[config.mk]
export PLATFORM = sky130hd
export DESIGN_NAME = mem_if
export DESIGN_NICKNAME = d
export VERILOG_FILES = /design/src/mem_if_pkg.sv /design/src/mem_if.sv
export SDC_FILE = /design/constraint.sdc
export NUM_CORES = 1
export LEC_CHECK = 0
export BUFFER_PORTS_ARGS = -buffer_cell sky130_fd_sc_hd__buf_2
export CORE_ASPECT_RATIO = 0.7
export CORE_UTILIZATION = 47
export DETAILED_ROUTE_END_ITERATION = 6
export PLACE_DENSITY = 0.81
export SLEW_MARGIN = 20
export SYNTH_ARGS = -nofsm -noshare
export SYNTH_HDL_FRONTEND = slang
export SYNTH_SLANG_ARGS = --single-unit
[constraint.sdc]
create_clock -name clk_in -period 1.45 [get_ports clk_in]
set_input_delay 0.29 -clock clk_in [delete_from_list [all_inputs] [get_ports clk_in]]
set_output_delay 0.29 -clock clk_in [all_outputs]
set_load 0.01 [all_outputs]
[src/mem_if_pkg.sv]
// package for the processor-side memory interface: constants and types
//
// Contract
// - word transfers ignore two lowest address bits
// - address bits three and two mark boundaries
// - read-not-write low reads, high writes
// - byte-not-word low is byte, high word
// - byte transfers select lane from low bits (here only byte writes do; byte reads strobe all lanes)
// - memory request low starts access, high idles
// - request plus hint in internal cycle starts random
// - hint high gives one-clock page cycle
// - hint low releases strobes, two-clock random
// - supervisor low denies protected regions, aborts
// - supervisor select skips remapping outside user
// - two non-overlapping phases at master over three
// - phase two in phase with reference clock
// - drive enable high only on writes
// - abort on privilege or missing page
// - reference clock tracks phase two
package mem_if_pkg;
  localparam int ADDR_W = 26;
  localparam logic [1:0] DIV_LAST = 2'h2; // divide by three: counts 0..2
  localparam logic [1:0] PH1_TICK = 2'h0;
  localparam logic [1:0] PH2_TICK = 2'h2;
  localparam logic [3:0] ALL_LANES = 4'hF;
  // protected region: logical addresses at or above this need supervisor
  localparam logic [ADDR_W-1:0] PROT_BASE = 26'h2000000;
  // regions beyond physical span that are not logical pages
  localparam logic [ADDR_W-1:0] PHYS_TOP = 26'h3800000;

  typedef enum logic [2:0] {
    ST_IDLE = 3'h1,
    ST_ROW = 3'h2,
    ST_COL = 3'h4
  } cyc_state_t;

  typedef struct packed {
    logic [ADDR_W-1:0] addr;
    logic rd_n_wr; // low read, high write
    logic byte_n_word; // low byte, high word
    logic memory_request_n;
    logic sequential_hint;
    logic supervisor_select;
  } cpu_req_t;
  // pin levels held in the synchronisers during reset: no request
  localparam cpu_req_t REQ_IDLE = '{addr: '0, rd_n_wr: 1'b0,
    byte_n_word: 1'b0, memory_request_n: 1'b1, sequential_hint: 1'b0,
    supervisor_select: 1'b0};

  typedef struct packed {
    logic ras_n;
    logic [3:0] cas_n;
    logic [ADDR_W-1:0] eff_addr;
  } dram_ctl_t;
endpackage

[src/mem_if.sv]
// processor-side memory interface: clocks, dram cycle choice, abort
`timescale 1ns/1ps
module mem_if (
  input wire logic clk_in, // 40 MHz master clock
  input wire logic rst_in, // synchronous, active high
  input wire mem_if_pkg::cpu_req_t req_in, // processor address and control
  output logic phase1_out, // processor clock phase one
  output logic phase2_out, // processor clock phase two
  output logic ref_clk_out, // bus reference clock
  output mem_if_pkg::dram_ctl_t dram_out, // strobes and effective address
  output logic data_bus_drive_enable_out, // processor may drive data
  output logic abort_out // current access aborts
);
  //////////////////////////////////////////////////////////////////////
  // pins from the processor pass two flops first
  mem_if_pkg::cpu_req_t sync1, req;
  always_ff @(posedge clk_in) begin
    if (rst_in) begin
      // all-zero would read as a live request straight out of reset
      sync1 <= mem_if_pkg::REQ_IDLE;
      req <= mem_if_pkg::REQ_IDLE;
    end else begin
      sync1 <= req_in;
      req <= sync1;
    end
  end

  //////////////////////////////////////////////////////////////////////
  // divide by three; phases are one-count pulses with a gap count after phase one only
  logic [1:0] div;
  always_ff @(posedge clk_in) begin
    if (rst_in) div <= 2'h0;
    else if (div == mem_if_pkg::DIV_LAST) div <= 2'h0;
    else div <= div + 2'h1;
  end
  wire tick_ph1 = (div == mem_if_pkg::PH1_TICK);
  wire tick_ph2 = (div == mem_if_pkg::PH2_TICK);
  wire cycle_end = tick_ph2; // processor cycle closes with phase two

  // registered phases: never both high, a gap count after phase one, none after phase two
  always_ff @(posedge clk_in) begin
    if (rst_in) begin
      phase1_out <= 1'b0;
      phase2_out <= 1'b0;
      ref_clk_out <= 1'b0;
    end else begin
      phase1_out <= tick_ph1;
      phase2_out <= tick_ph2;
      ref_clk_out <= tick_ph2;
    end
  end

  //////////////////////////////////////////////////////////////////////
  // address decode: word ignores low bits, byte write picks a lane
  wire is_word = req.byte_n_word;
  wire is_write = req.rd_n_wr;
  wire [25:0] eff_addr = is_word ? {req.addr[25:2], 2'h0}
                                 : req.addr;
  wire [3:0] lane_sel = 4'h1 << req.addr[1:0];
  wire [3:0] lanes = (is_word || !is_write) ? mem_if_pkg::ALL_LANES
                                             : lane_sel;
  // a page boundary is crossed when the word index wraps to zero
  wire boundary = (req.addr[3:2] == 2'h0);
  wire want = !req.memory_request_n;
  wire is_seq = req.sequential_hint && !boundary;
  wire prot_hit = (req.addr >= mem_if_pkg::PROT_BASE);
  wire no_page = (req.addr >= mem_if_pkg::PHYS_TOP);
  // supervisor mode bypasses remapping, so only user mode faults
  wire fault = want && ((!req.supervisor_select && prot_hit)
               || (!req.supervisor_select && no_page));

  //////////////////////////////////////////////////////////////////////
  // dram sequencer: row then column for random, column only for page
  mem_if_pkg::cyc_state_t state, next_state;
  logic internal_cyc;
  always_comb begin
    next_state = state;
    case (state)
      mem_if_pkg::ST_IDLE: begin
        // early start overlaps internal cycle with row half
        if (want && req.sequential_hint && internal_cyc && !fault)
          next_state = mem_if_pkg::ST_ROW;
        else if (cycle_end && want && !fault)
          next_state = mem_if_pkg::ST_ROW;
      end
      mem_if_pkg::ST_ROW: begin
        if (cycle_end) next_state = mem_if_pkg::ST_COL;
      end
      mem_if_pkg::ST_COL: begin
        if (cycle_end) begin
          if (!want || fault) next_state = mem_if_pkg::ST_IDLE;
          else if (is_seq) next_state = mem_if_pkg::ST_COL;
          else next_state = mem_if_pkg::ST_IDLE;
        end
      end
      default: next_state = mem_if_pkg::ST_IDLE;
    endcase
  end

  always_ff @(posedge clk_in) begin
    if (rst_in) begin
      state <= mem_if_pkg::ST_IDLE;
      internal_cyc <= 1'b1;
    end else begin
      state <= next_state;
      if (cycle_end) internal_cyc <= !want;
    end
  end

  //////////////////////////////////////////////////////////////////////
  // strobe outputs; cas drops for one count at each cycle end (precharge)
  wire col_gap = cycle_end; // page mode: cas released, ras kept
  always_ff @(posedge clk_in) begin
    if (rst_in) begin
      dram_out <= '{ras_n: 1'b1, cas_n: 4'hF, eff_addr: '0};
      data_bus_drive_enable_out <= 1'b0;
      abort_out <= 1'b0;
    end else begin
      dram_out.ras_n <= (next_state == mem_if_pkg::ST_IDLE);
      dram_out.cas_n <= (next_state == mem_if_pkg::ST_COL && !col_gap)
                        ? ~lanes : 4'hF;
      dram_out.eff_addr <= eff_addr;
      data_bus_drive_enable_out <= want && is_write && !fault;
      abort_out <= fault;
    end
  end

  //////////////////////////////////////////////////////////////////////
  // checks
  property p_phase_nonoverlap;
    @(posedge clk_in) disable iff (rst_in) !(phase1_out && phase2_out);
  endproperty
  a_phase_nonoverlap: assert property (p_phase_nonoverlap)
    else $error("phases overlap");
  property p_phase_period;
    @(posedge clk_in) disable iff (rst_in)
      $rose(phase2_out) |=> !phase2_out ##1 !phase2_out ##1 phase2_out;
  endproperty
  a_phase_period: assert property (p_phase_period)
    else $error("phase two period not three");
  property p_ref_track;
    @(posedge clk_in) disable iff (rst_in) ref_clk_out == phase2_out;
  endproperty
  a_ref_track: assert property (p_ref_track)
    else $error("reference clock not with phase two");
  property p_dbe_write;
    @(posedge clk_in) disable iff (rst_in)
      data_bus_drive_enable_out |-> $past(is_write) && $past(want);
  endproperty
  a_dbe_write: assert property (p_dbe_write)
    else $error("drive enable outside write");
  property p_abort_cause;
    @(posedge clk_in) disable iff (rst_in) abort_out == $past(fault);
  endproperty
  a_abort_cause: assert property (p_abort_cause)
    else $error("abort not tied to fault");
  property p_no_dbe_abort;
    @(posedge clk_in) disable iff (rst_in)
      abort_out |-> !data_bus_drive_enable_out;
  endproperty
  a_no_dbe_abort: assert property (p_no_dbe_abort)
    else $error("drive enabled during abort");
  property p_word_aligned;
    @(posedge clk_in) disable iff (rst_in)
      is_word |-> eff_addr[1:0] == 2'h0;
  endproperty
  a_word_aligned: assert property (p_word_aligned)
    else $error("word address not aligned");
  property p_byte_lane;
    @(posedge clk_in) disable iff (rst_in)
      (!is_word && is_write) |-> $countones(lanes) == 1;
  endproperty
  a_byte_lane: assert property (p_byte_lane)
    else $error("byte write strobes several lanes");
  property p_cas_needs_ras;
    @(posedge clk_in) disable iff (rst_in)
      (dram_out.cas_n != 4'hF) |-> !dram_out.ras_n;
  endproperty
  a_cas_needs_ras: assert property (p_cas_needs_ras)
    else $error("column strobe without row strobe");
  property p_idle_no_ras;
    @(posedge clk_in) disable iff (rst_in)
      (state == mem_if_pkg::ST_IDLE && next_state == mem_if_pkg::ST_IDLE)
      |=> dram_out.ras_n;
  endproperty
  a_idle_no_ras: assert property (p_idle_no_ras)
    else $error("row strobe held while idle");

  // sequencer checks: starts, refusals, page mode and release, then byte lane and read drive
  property p_early_start;
    @(posedge clk_in) disable iff (rst_in)
      (state == mem_if_pkg::ST_IDLE && want && req.sequential_hint
       && internal_cyc && !fault) |=> state == mem_if_pkg::ST_ROW;
  endproperty
  a_early_start: assert property (p_early_start)
    else $error("hinted request after internal cycle not started");
  property p_no_req_idle;
    @(posedge clk_in) disable iff (rst_in)
      (state == mem_if_pkg::ST_IDLE && !want)
      |=> state == mem_if_pkg::ST_IDLE;
  endproperty
  a_no_req_idle: assert property (p_no_req_idle)
    else $error("dram cycle started without a request");
  property p_fault_no_start;
    @(posedge clk_in) disable iff (rst_in)
      (state == mem_if_pkg::ST_IDLE && fault)
      |=> state == mem_if_pkg::ST_IDLE;
  endproperty
  a_fault_no_start: assert property (p_fault_no_start)
    else $error("dram cycle started for a refused access");
  property p_page_keeps_ras;
    @(posedge clk_in) disable iff (rst_in)
      (state == mem_if_pkg::ST_COL && cycle_end && want && !fault && is_seq)
      |=> !dram_out.ras_n && dram_out.cas_n == 4'hF;
  endproperty
  a_page_keeps_ras: assert property (p_page_keeps_ras)
    else $error("page cycle did not keep row and drop column");
  property p_random_release;
    @(posedge clk_in) disable iff (rst_in)
      (state == mem_if_pkg::ST_COL && cycle_end && !is_seq)
      |=> dram_out.ras_n && dram_out.cas_n == 4'hF;
  endproperty
  a_random_release: assert property (p_random_release)
    else $error("strobes not released before random cycle");
  property p_cas_byte_lane;
    @(posedge clk_in) disable iff (rst_in)
      (next_state == mem_if_pkg::ST_COL && !col_gap && !is_word && is_write)
      |=> dram_out.cas_n == ~(4'h1 << $past(req.addr[1:0]));
  endproperty
  a_cas_byte_lane: assert property (p_cas_byte_lane)
    else $error("byte write strobed the wrong lane");
  property p_read_no_drive;
    @(posedge clk_in) disable iff (rst_in)
      !is_write |=> !data_bus_drive_enable_out;
  endproperty
  a_read_no_drive: assert property (p_read_no_drive)
    else $error("drive enable raised on a read");

  // scenarios worth seeing at least once
  c_page: cover property (@(posedge clk_in) disable iff (rst_in)
    state == mem_if_pkg::ST_COL ##1 (state == mem_if_pkg::ST_COL) [*4]);
  c_early: cover property (@(posedge clk_in) disable iff (rst_in)
    state == mem_if_pkg::ST_IDLE && want && internal_cyc);
  c_abort: cover property (@(posedge clk_in) disable iff (rst_in)
    $rose(abort_out));
  c_write: cover property (@(posedge clk_in) disable iff (rst_in)
    $rose(data_bus_drive_enable_out));
endmodule

; Yosys cells after proc, flatten, opt, wreduce, memory -nomap -nowiden
; Index checks and enable logic that the tools add are counted.
; Widths: inputs -> output; s select.
[totals]
regBits = 103
in_bits = 33
output_inout_bits = 36
[classes]
add_sub_neg = 1
magnitude_cmp = 2
eq_ne = 6
n_shift = 1
mux = 8
n_bitwise = 2
n_reduce_logical = 26
[ops]
columns = op, count
row1 = $ge 26x26->1 const B, 2
row2 = $mux 3, 6
row3 = $logic_and 1x1->1, 12
row4 = $pmux 3 s3, 1
row5 = $eq 3x1->1 const B, 2
row6 = $eq 3x3->1 const B, 2
row7 = $logic_not 1->1, 6
row8 = $reduce_or 2->1, 3
row9 = $logic_not 2->1, 2
row10 = $mux 4, 1
row11 = $not 4->4, 1
row12 = $shl 1x2->4 const A, 1
row13 = $eq 3x2->1 const B, 1
row14 = $logic_or 1x1->1, 3
row15 = $add 2x1->2 const B, 1
row16 = $eq 2x2->1 const B, 1
row17 = $not 1->1, 1

; Logic depth before layout (Yosys ltp)
[logic_depth]
ltp_word = 13
mapped_depth = 6

; Worst setup path after synthesis
; Ideal clock, no wire load.
[synth_timing]
path_kind = register to register
start = register div[0]
end = register dram_out[30] in the netlist's numbering
setup_time_ns = 0.139
t_arrival_ns = 1.324
t_required_ns = 1.311
setup_slack_ns = -0.013
path_stages_with_launch = 7
n_path_buf = 1
period_less_slack_ns = 1.463
cell_sequence = dfxtp_1 > inv_1 > ha_1 > buf_6 > or3b_2 > o41ai_2 > a211oi_1
[synth_via]
elab_chain_cells = 7
[synth_lines]
columns = item, line_no
row1 = "start, declared", mem_if.sv:30  ; logic [1:0] div;
row2 = "start signal, assigned", mem_if.sv:34  ; else div <= div + 2'h1;
row3 = $eq 2x2->1 *, mem_if.sv:37  ; wire tick_ph2 = (div == mem_if_pkg::PH2_TICK);
row4 = named net col_gap, mem_if.sv:112  ; wire col_gap = cycle_end;
row5 = $logic_and 1x1->1 (2 in a row), mem_if.sv:83  ; else if (cycle_end && want && !fault)
row6 = $mux 3, mem_if.sv:83
row7 = $mux 3, mem_if.sv:81  ; if (want && req.sequential_hint && internal_cyc && !fault)
row8 = $pmux 3 s3 *, mem_if.sv:78  ; case (state)
row9 = $eq 3x1->1 *, mem_if.sv:119  ; dram_out.ras_n <= (next_state == mem_if_pkg::ST_IDLE);
row10 = "end signal, assigned", mem_if.sv:115  ; dram_out <= '{ras_n: 1'b1, cas_n: 4'hF, eff_addr: '0};
row11 = "end, declared", mem_if.sv:10  ; output mem_if_pkg::dram_ctl_t dram_out,
; Mark *: on every way through the listed nets, which the timed path passes. The rest lies on a longest branch.
; A chain may end at the register's enable or synchronous reset.

; Worst setup path in the final report
[layout_timing]
start = register state[2]
end = register dram_out[30] in the netlist's numbering
[layout_via]
elab_chain_cells = 4
[layout_lines]
columns = item, line_no
row1 = "start, declared", mem_if.sv:74  ; mem_if_pkg::cyc_state_t state, next_state;
row2 = "start signal, assigned", mem_if.sv:102  ; state <= mem_if_pkg::ST_IDLE;
row3 = "start signal, assigned", mem_if.sv:105  ; state <= next_state;
row4 = $mux 3, mem_if.sv:83
row5 = $mux 3, mem_if.sv:81
row6 = $pmux 3 s3 *, mem_if.sv:78
row7 = $eq 3x1->1 *, mem_if.sv:119
; Mark *: on every way between the ends. The rest lies on a longest branch, timed or not.

==> impl_metrics.xml <==
<?xml version="1.0" encoding="UTF-8"?>
<metrics>
  <group name="outcome">
    <metric name="outcome" unit="">finished, final reports clean</metric>
  </group>
  <group name="placed_design">
    <metric name="place_area" unit="µm²">3410</metric>
    <metric name="numPortBuffers" unit="">68</metric>
    <metric name="place_congestion" unit="">0.8501</metric>
    <metric name="place_hpwl" unit="µm">2816</metric>
    <metric name="place_inst" unit="">380</metric>
    <metric name="pre_cts_slack" unit="ps">-46.32</metric>
  </group>
  <group name="setup_path">
    <metric name="cell_by_cell_listing_of_the_critical_path" unit="">or4b_1 &gt; nor4_2 &gt; a211oi_1</metric>
    <metric name="critPathCaptureType" unit="">register</metric>
    <metric name="critical_path_buf_inv_count" unit="">0</metric>
    <metric name="critical_path.slowest_cell" unit="">or4b_1</metric>
    <metric name="critical_path.startpoint_type" unit="">register</metric>
    <metric name="required" unit="ps">1670</metric>
    <metric name="cp_slowest_stage_delay" unit="ps">550</metric>
    <metric name="cp_max_fo" unit="">6</metric>
    <metric name="worst-endpoint-arrival" unit="ps">1590</metric>
    <metric name="crit_family" unit="">simple AND/OR/NAND/NOR gates</metric>
    <metric name="critPathKind" unit="">register to register</metric>
  </group>
  <group name="logic_synthesis">
    <metric name="synth_fp_nets" unit="">280</metric>
    <metric name="mappedNetlistArea" unit="µm²">2994</metric>
    <metric name="unique_masters_post_synth" unit="">30</metric>
    <metric name="syn_avg_cell_area" unit="µm²">12.22</metric>
    <metric name="synth-seq-area-share" unit="%">68.87</metric>
    <metric name="synth_seq_cells" unit="">103</metric>
    <metric name="synth_cells" unit="">245</metric>
    <metric name="yosys_warnings" unit="">0</metric>
  </group>
  <group name="global_route">
    <metric name="grt_start_max_net_pins" unit="">78</metric>
    <metric name="grt_util_all_layers" unit="%">13.24</metric>
    <metric name="global_route_wire_length_before_repair" unit="µm">6865</metric>
    <metric name="antenna_found_initial" unit="">0</metric>
    <metric name="first_global_vias" unit="">1602</metric>
    <metric name="grt-ovfl-total" unit="">0</metric>
  </group>
  <group name="layout">
    <metric name="layout.cell_area.non_filler" unit="µm²">3618</metric>
    <metric name="area_growth_syn_to_layout" unit="%">20.85</metric>
    <metric name="post_route_cells_drive_above_1_share" unit="%">31.37</metric>
    <metric name="final_net_count" unit="">352</metric>
    <metric name="fill_cells" unit="">480</metric>
    <metric name="finalNonFillerCells" unit="">397</metric>
    <metric name="antenna_cells_inserted" unit="">0</metric>
    <metric name="final_core_utilization" unit="%">61.04</metric>
  </group>
  <group name="sta">
    <metric name="finalSetupTns" unit="ps">0</metric>
    <metric name="setup_viol" unit="">0</metric>
    <metric name="clock_skew" unit="ps">6.851</metric>
    <metric name="fin_crit_sh" unit="%">94.95</metric>
    <metric name="timing.max_slew.rel_slack" unit="%">53.03</metric>
    <metric name="final_max_slew_viol_count" unit="">0</metric>
    <metric name="worst_slew_pin_slew" unit="ps">704.6</metric>
    <metric name="highest_clock_rate" unit="MHz">726.3</metric>
    <metric name="hold_viol" unit="">0</metric>
    <metric name="layout_min_cycle_time" unit="ps">1377</metric>
    <metric name="final_critical_path_setup_slack" unit="ps">73.21</metric>
    <metric name="final.hold.worst_slack" unit="ps">130.5</metric>
  </group>
  <group name="floorplan">
    <metric name="core" unit="µm²">5928</metric>
    <metric name="start_util" unit="%">50.51</metric>
    <metric name="dieArea" unit="µm²">6699</metric>
    <metric name="die_height" unit="µm">68.78</metric>
    <metric name="cell_row_count" unit="">23</metric>
    <metric name="design.portCount" unit="">69</metric>
    <metric name="floorplan.die.width" unit="µm">97.40</metric>
  </group>
  <group name="clock_network">
    <metric name="clock_tree_buf_depth" unit="">2</metric>
    <metric name="clock_latency" unit="ps">340</metric>
    <metric name="cts.root.buffer_cell" unit="">clkbuf_8</metric>
    <metric name="clock_sink_count" unit="">103</metric>
    <metric name="cts_inserted_buffers" unit="">9</metric>
    <metric name="clk_pin_slew_worst_paths" unit="ps">90</metric>
    <metric name="tritoncts_clock_tree" unit="">built</metric>
    <metric name="cts_htree_levels" unit="">3</metric>
  </group>
  <group name="route">
    <metric name="drtPass1Iterations" unit="">4</metric>
    <metric name="routed_via_density" unit="">4.300</metric>
    <metric name="drt_wirelength" unit="µm">4139</metric>
    <metric name="drc" unit="">0</metric>
    <metric name="first_iter_violations" unit="">47</metric>
    <metric name="post_drt_wl_per_cell" unit="µm">10.43</metric>
    <metric name="routed-via-count" unit="">1707</metric>
    <metric name="postRouteAntennaNets" unit="">0</metric>
  </group>
  <group name="worst_hold_path">
    <metric name="min-delay-path-class" unit="">primary input to register</metric>
  </group>
  <group name="power">
    <metric name="power_frac_seq" unit="%">61.0</metric>
    <metric name="power.density_cell_area" unit="nW/µm²">1355</metric>
    <metric name="leakagePower" unit="nW">1.594</metric>
    <metric name="vdd_drop_max" unit="µV">860.8</metric>
    <metric name="p_sw_share" unit="%">22.34</metric>
    <metric name="report.power.total" unit="mW">4.905</metric>
    <metric name="p_int" unit="mW">3.809</metric>
    <metric name="p_switching" unit="mW">1.096</metric>
    <metric name="p_comb_share" unit="%">6.1</metric>
    <metric name="clockPowerShare" unit="%">32.9</metric>
  </group>
  <group name="run">
    <metric name="maxCapViolations" unit="">0</metric>
  </group>
</metrics>
## layout by cell type, fill, tap and decap left out, drive strengths merged
cell    instances
or3b            2
o21a            1
nand2           1
buf            74
nor4            2
or2             2
and3b           1
nor2            3
or4b            1
nor4b           2
dfxtp         103
clkbuf         10
nor3b           4
nor2b          90
a211o           1
ha              2
or4             1
inv             4
a21o            1
clkinv          4
a21oi           1
nand2b          4
a211oi          3
nor3            1
o21ai           3
o41ai           1
## repair_timing
item,in CTS,in global routing
hold buffers,0,0
buffers inserted,0,1
setup endpoints to repair,2,1
hold endpoints to repair,0,0
pin swaps,0,1
resized for setup,2,1
## Yosys cell counts
| cell type | n | area, µm² |
|---|---|---|
| dfxtp_1 | 103 | 2062 |
| buf_6 | 2 | 22.52 |
| a211oi_2 | 1 | 12.51 |
| ha_1 | 2 | 25.02 |
| a211o_1 | 1 | 8.760 |
| a21oi_2 | 1 | 8.760 |
| nor4b_1 | 2 | 17.52 |
| buf_2 | 2 | 10.01 |
| nor2_1 | 3 | 11.26 |
| or4_1 | 1 | 7.510 |
| or4b_1 | 1 | 10.01 |
| o21ai_0 | 3 | 15.01 |
| nor2b_1 | 89 | 556.8 |
| nand2b_1 | 4 | 25.02 |
| a211oi_1 | 2 | 15.01 |
| or3b_2 | 2 | 17.52 |
| nor3b_1 | 4 | 30.03 |
| buf_4 | 1 | 7.510 |
| a21o_1 | 1 | 7.510 |
| o41ai_2 | 1 | 16.27 |
| nor3_1 | 1 | 5.000 |
| and3b_1 | 1 | 8.760 |
| nand2_1 | 1 | 3.750 |
| or2_2 | 2 | 12.51 |
| inv_1 | 2 | 7.510 |
| o21a_1 | 1 | 7.510 |
| nor2b_4 | 1 | 13.76 |
| nor4_2 | 1 | 12.51 |
| clkbuf_1 | 8 | 30.03 |
| nor4_1 | 1 | 6.260 |
## power groups by stage
stage | logic, mW | clock network, mW | registers [mW]
2_1_floorplan | 0.182 | 0 | 3.06
3_3_place_gp | 0.279 | 0 | 3.05
3_5_place_dp | 0.290 | 0 | 3.06
4_1_cts | 0.300 | 1.69 | 2.99
5_1_grt | 0.342 | 1.80 | 3.01
6_report | 0.301 | 1.61 | 2.99
## cells by family (layout without fill, tap and decap cells)
logic type                 Yosys count  count (layout)  synth area share, %
buffers and inverters               15              92                2.591
DFF                                103             103                68.87
and+or+nand+nor                    114             114                24.65
adders and majority gates            2               2               0.8356
AOI/OAI and AO/OA                   11              11                3.051
## cell type report
cell class	instances	area (µm²)	area share [%]
clock buffer	10	137.6	3.804
clock inverter	6	51.30	1.418
inverter	2	7.507	0.2075
multi-input combinational	127	880.8	24.34
sequential	103	2062	56.98
tap	75	93.84	2.593
timing repair buffer	74	385.4	10.65
## state kept, by name, indices dropped and copies added, names as in the netlist
| register | count |
|---|---|
| state | 3 |
| dram_out | 31 |
| sync1 | 31 |
| is_write | 1 |
| phase1_out | 1 |
| abort_out | 1 |
| ref_clk_out | 1 |
| is_word | 1 |
| internal_cyc | 1 |
| req | 29 |
| data_bus_drive_enable_out | 1 |
| div | 2 |
## path summary, 6_finish.rpt
check | from | endpoint | cells past startpoint | slack, ps
setup / recovery | state[2] | dram_out[30] | 3 | 70
hold / removal | req_in[2] | sync1[2] | 2 | 130
setup reg to reg | state[2] | dram_out[30] | 3 | 70
hold reg to reg | sync1[4] | is_write | 1 | 430
## layer usage
layer  wire, µm  vias to the layer above  track usage [%]
li1           -                      913                -
met5          0                        -                0
met3        344                        5            6.149
met2       1940                       48            22.03
met4         38                        0            5.515
met1       1816                      741            15.08
No activity file was read; power rests on OpenSTA's default activity.
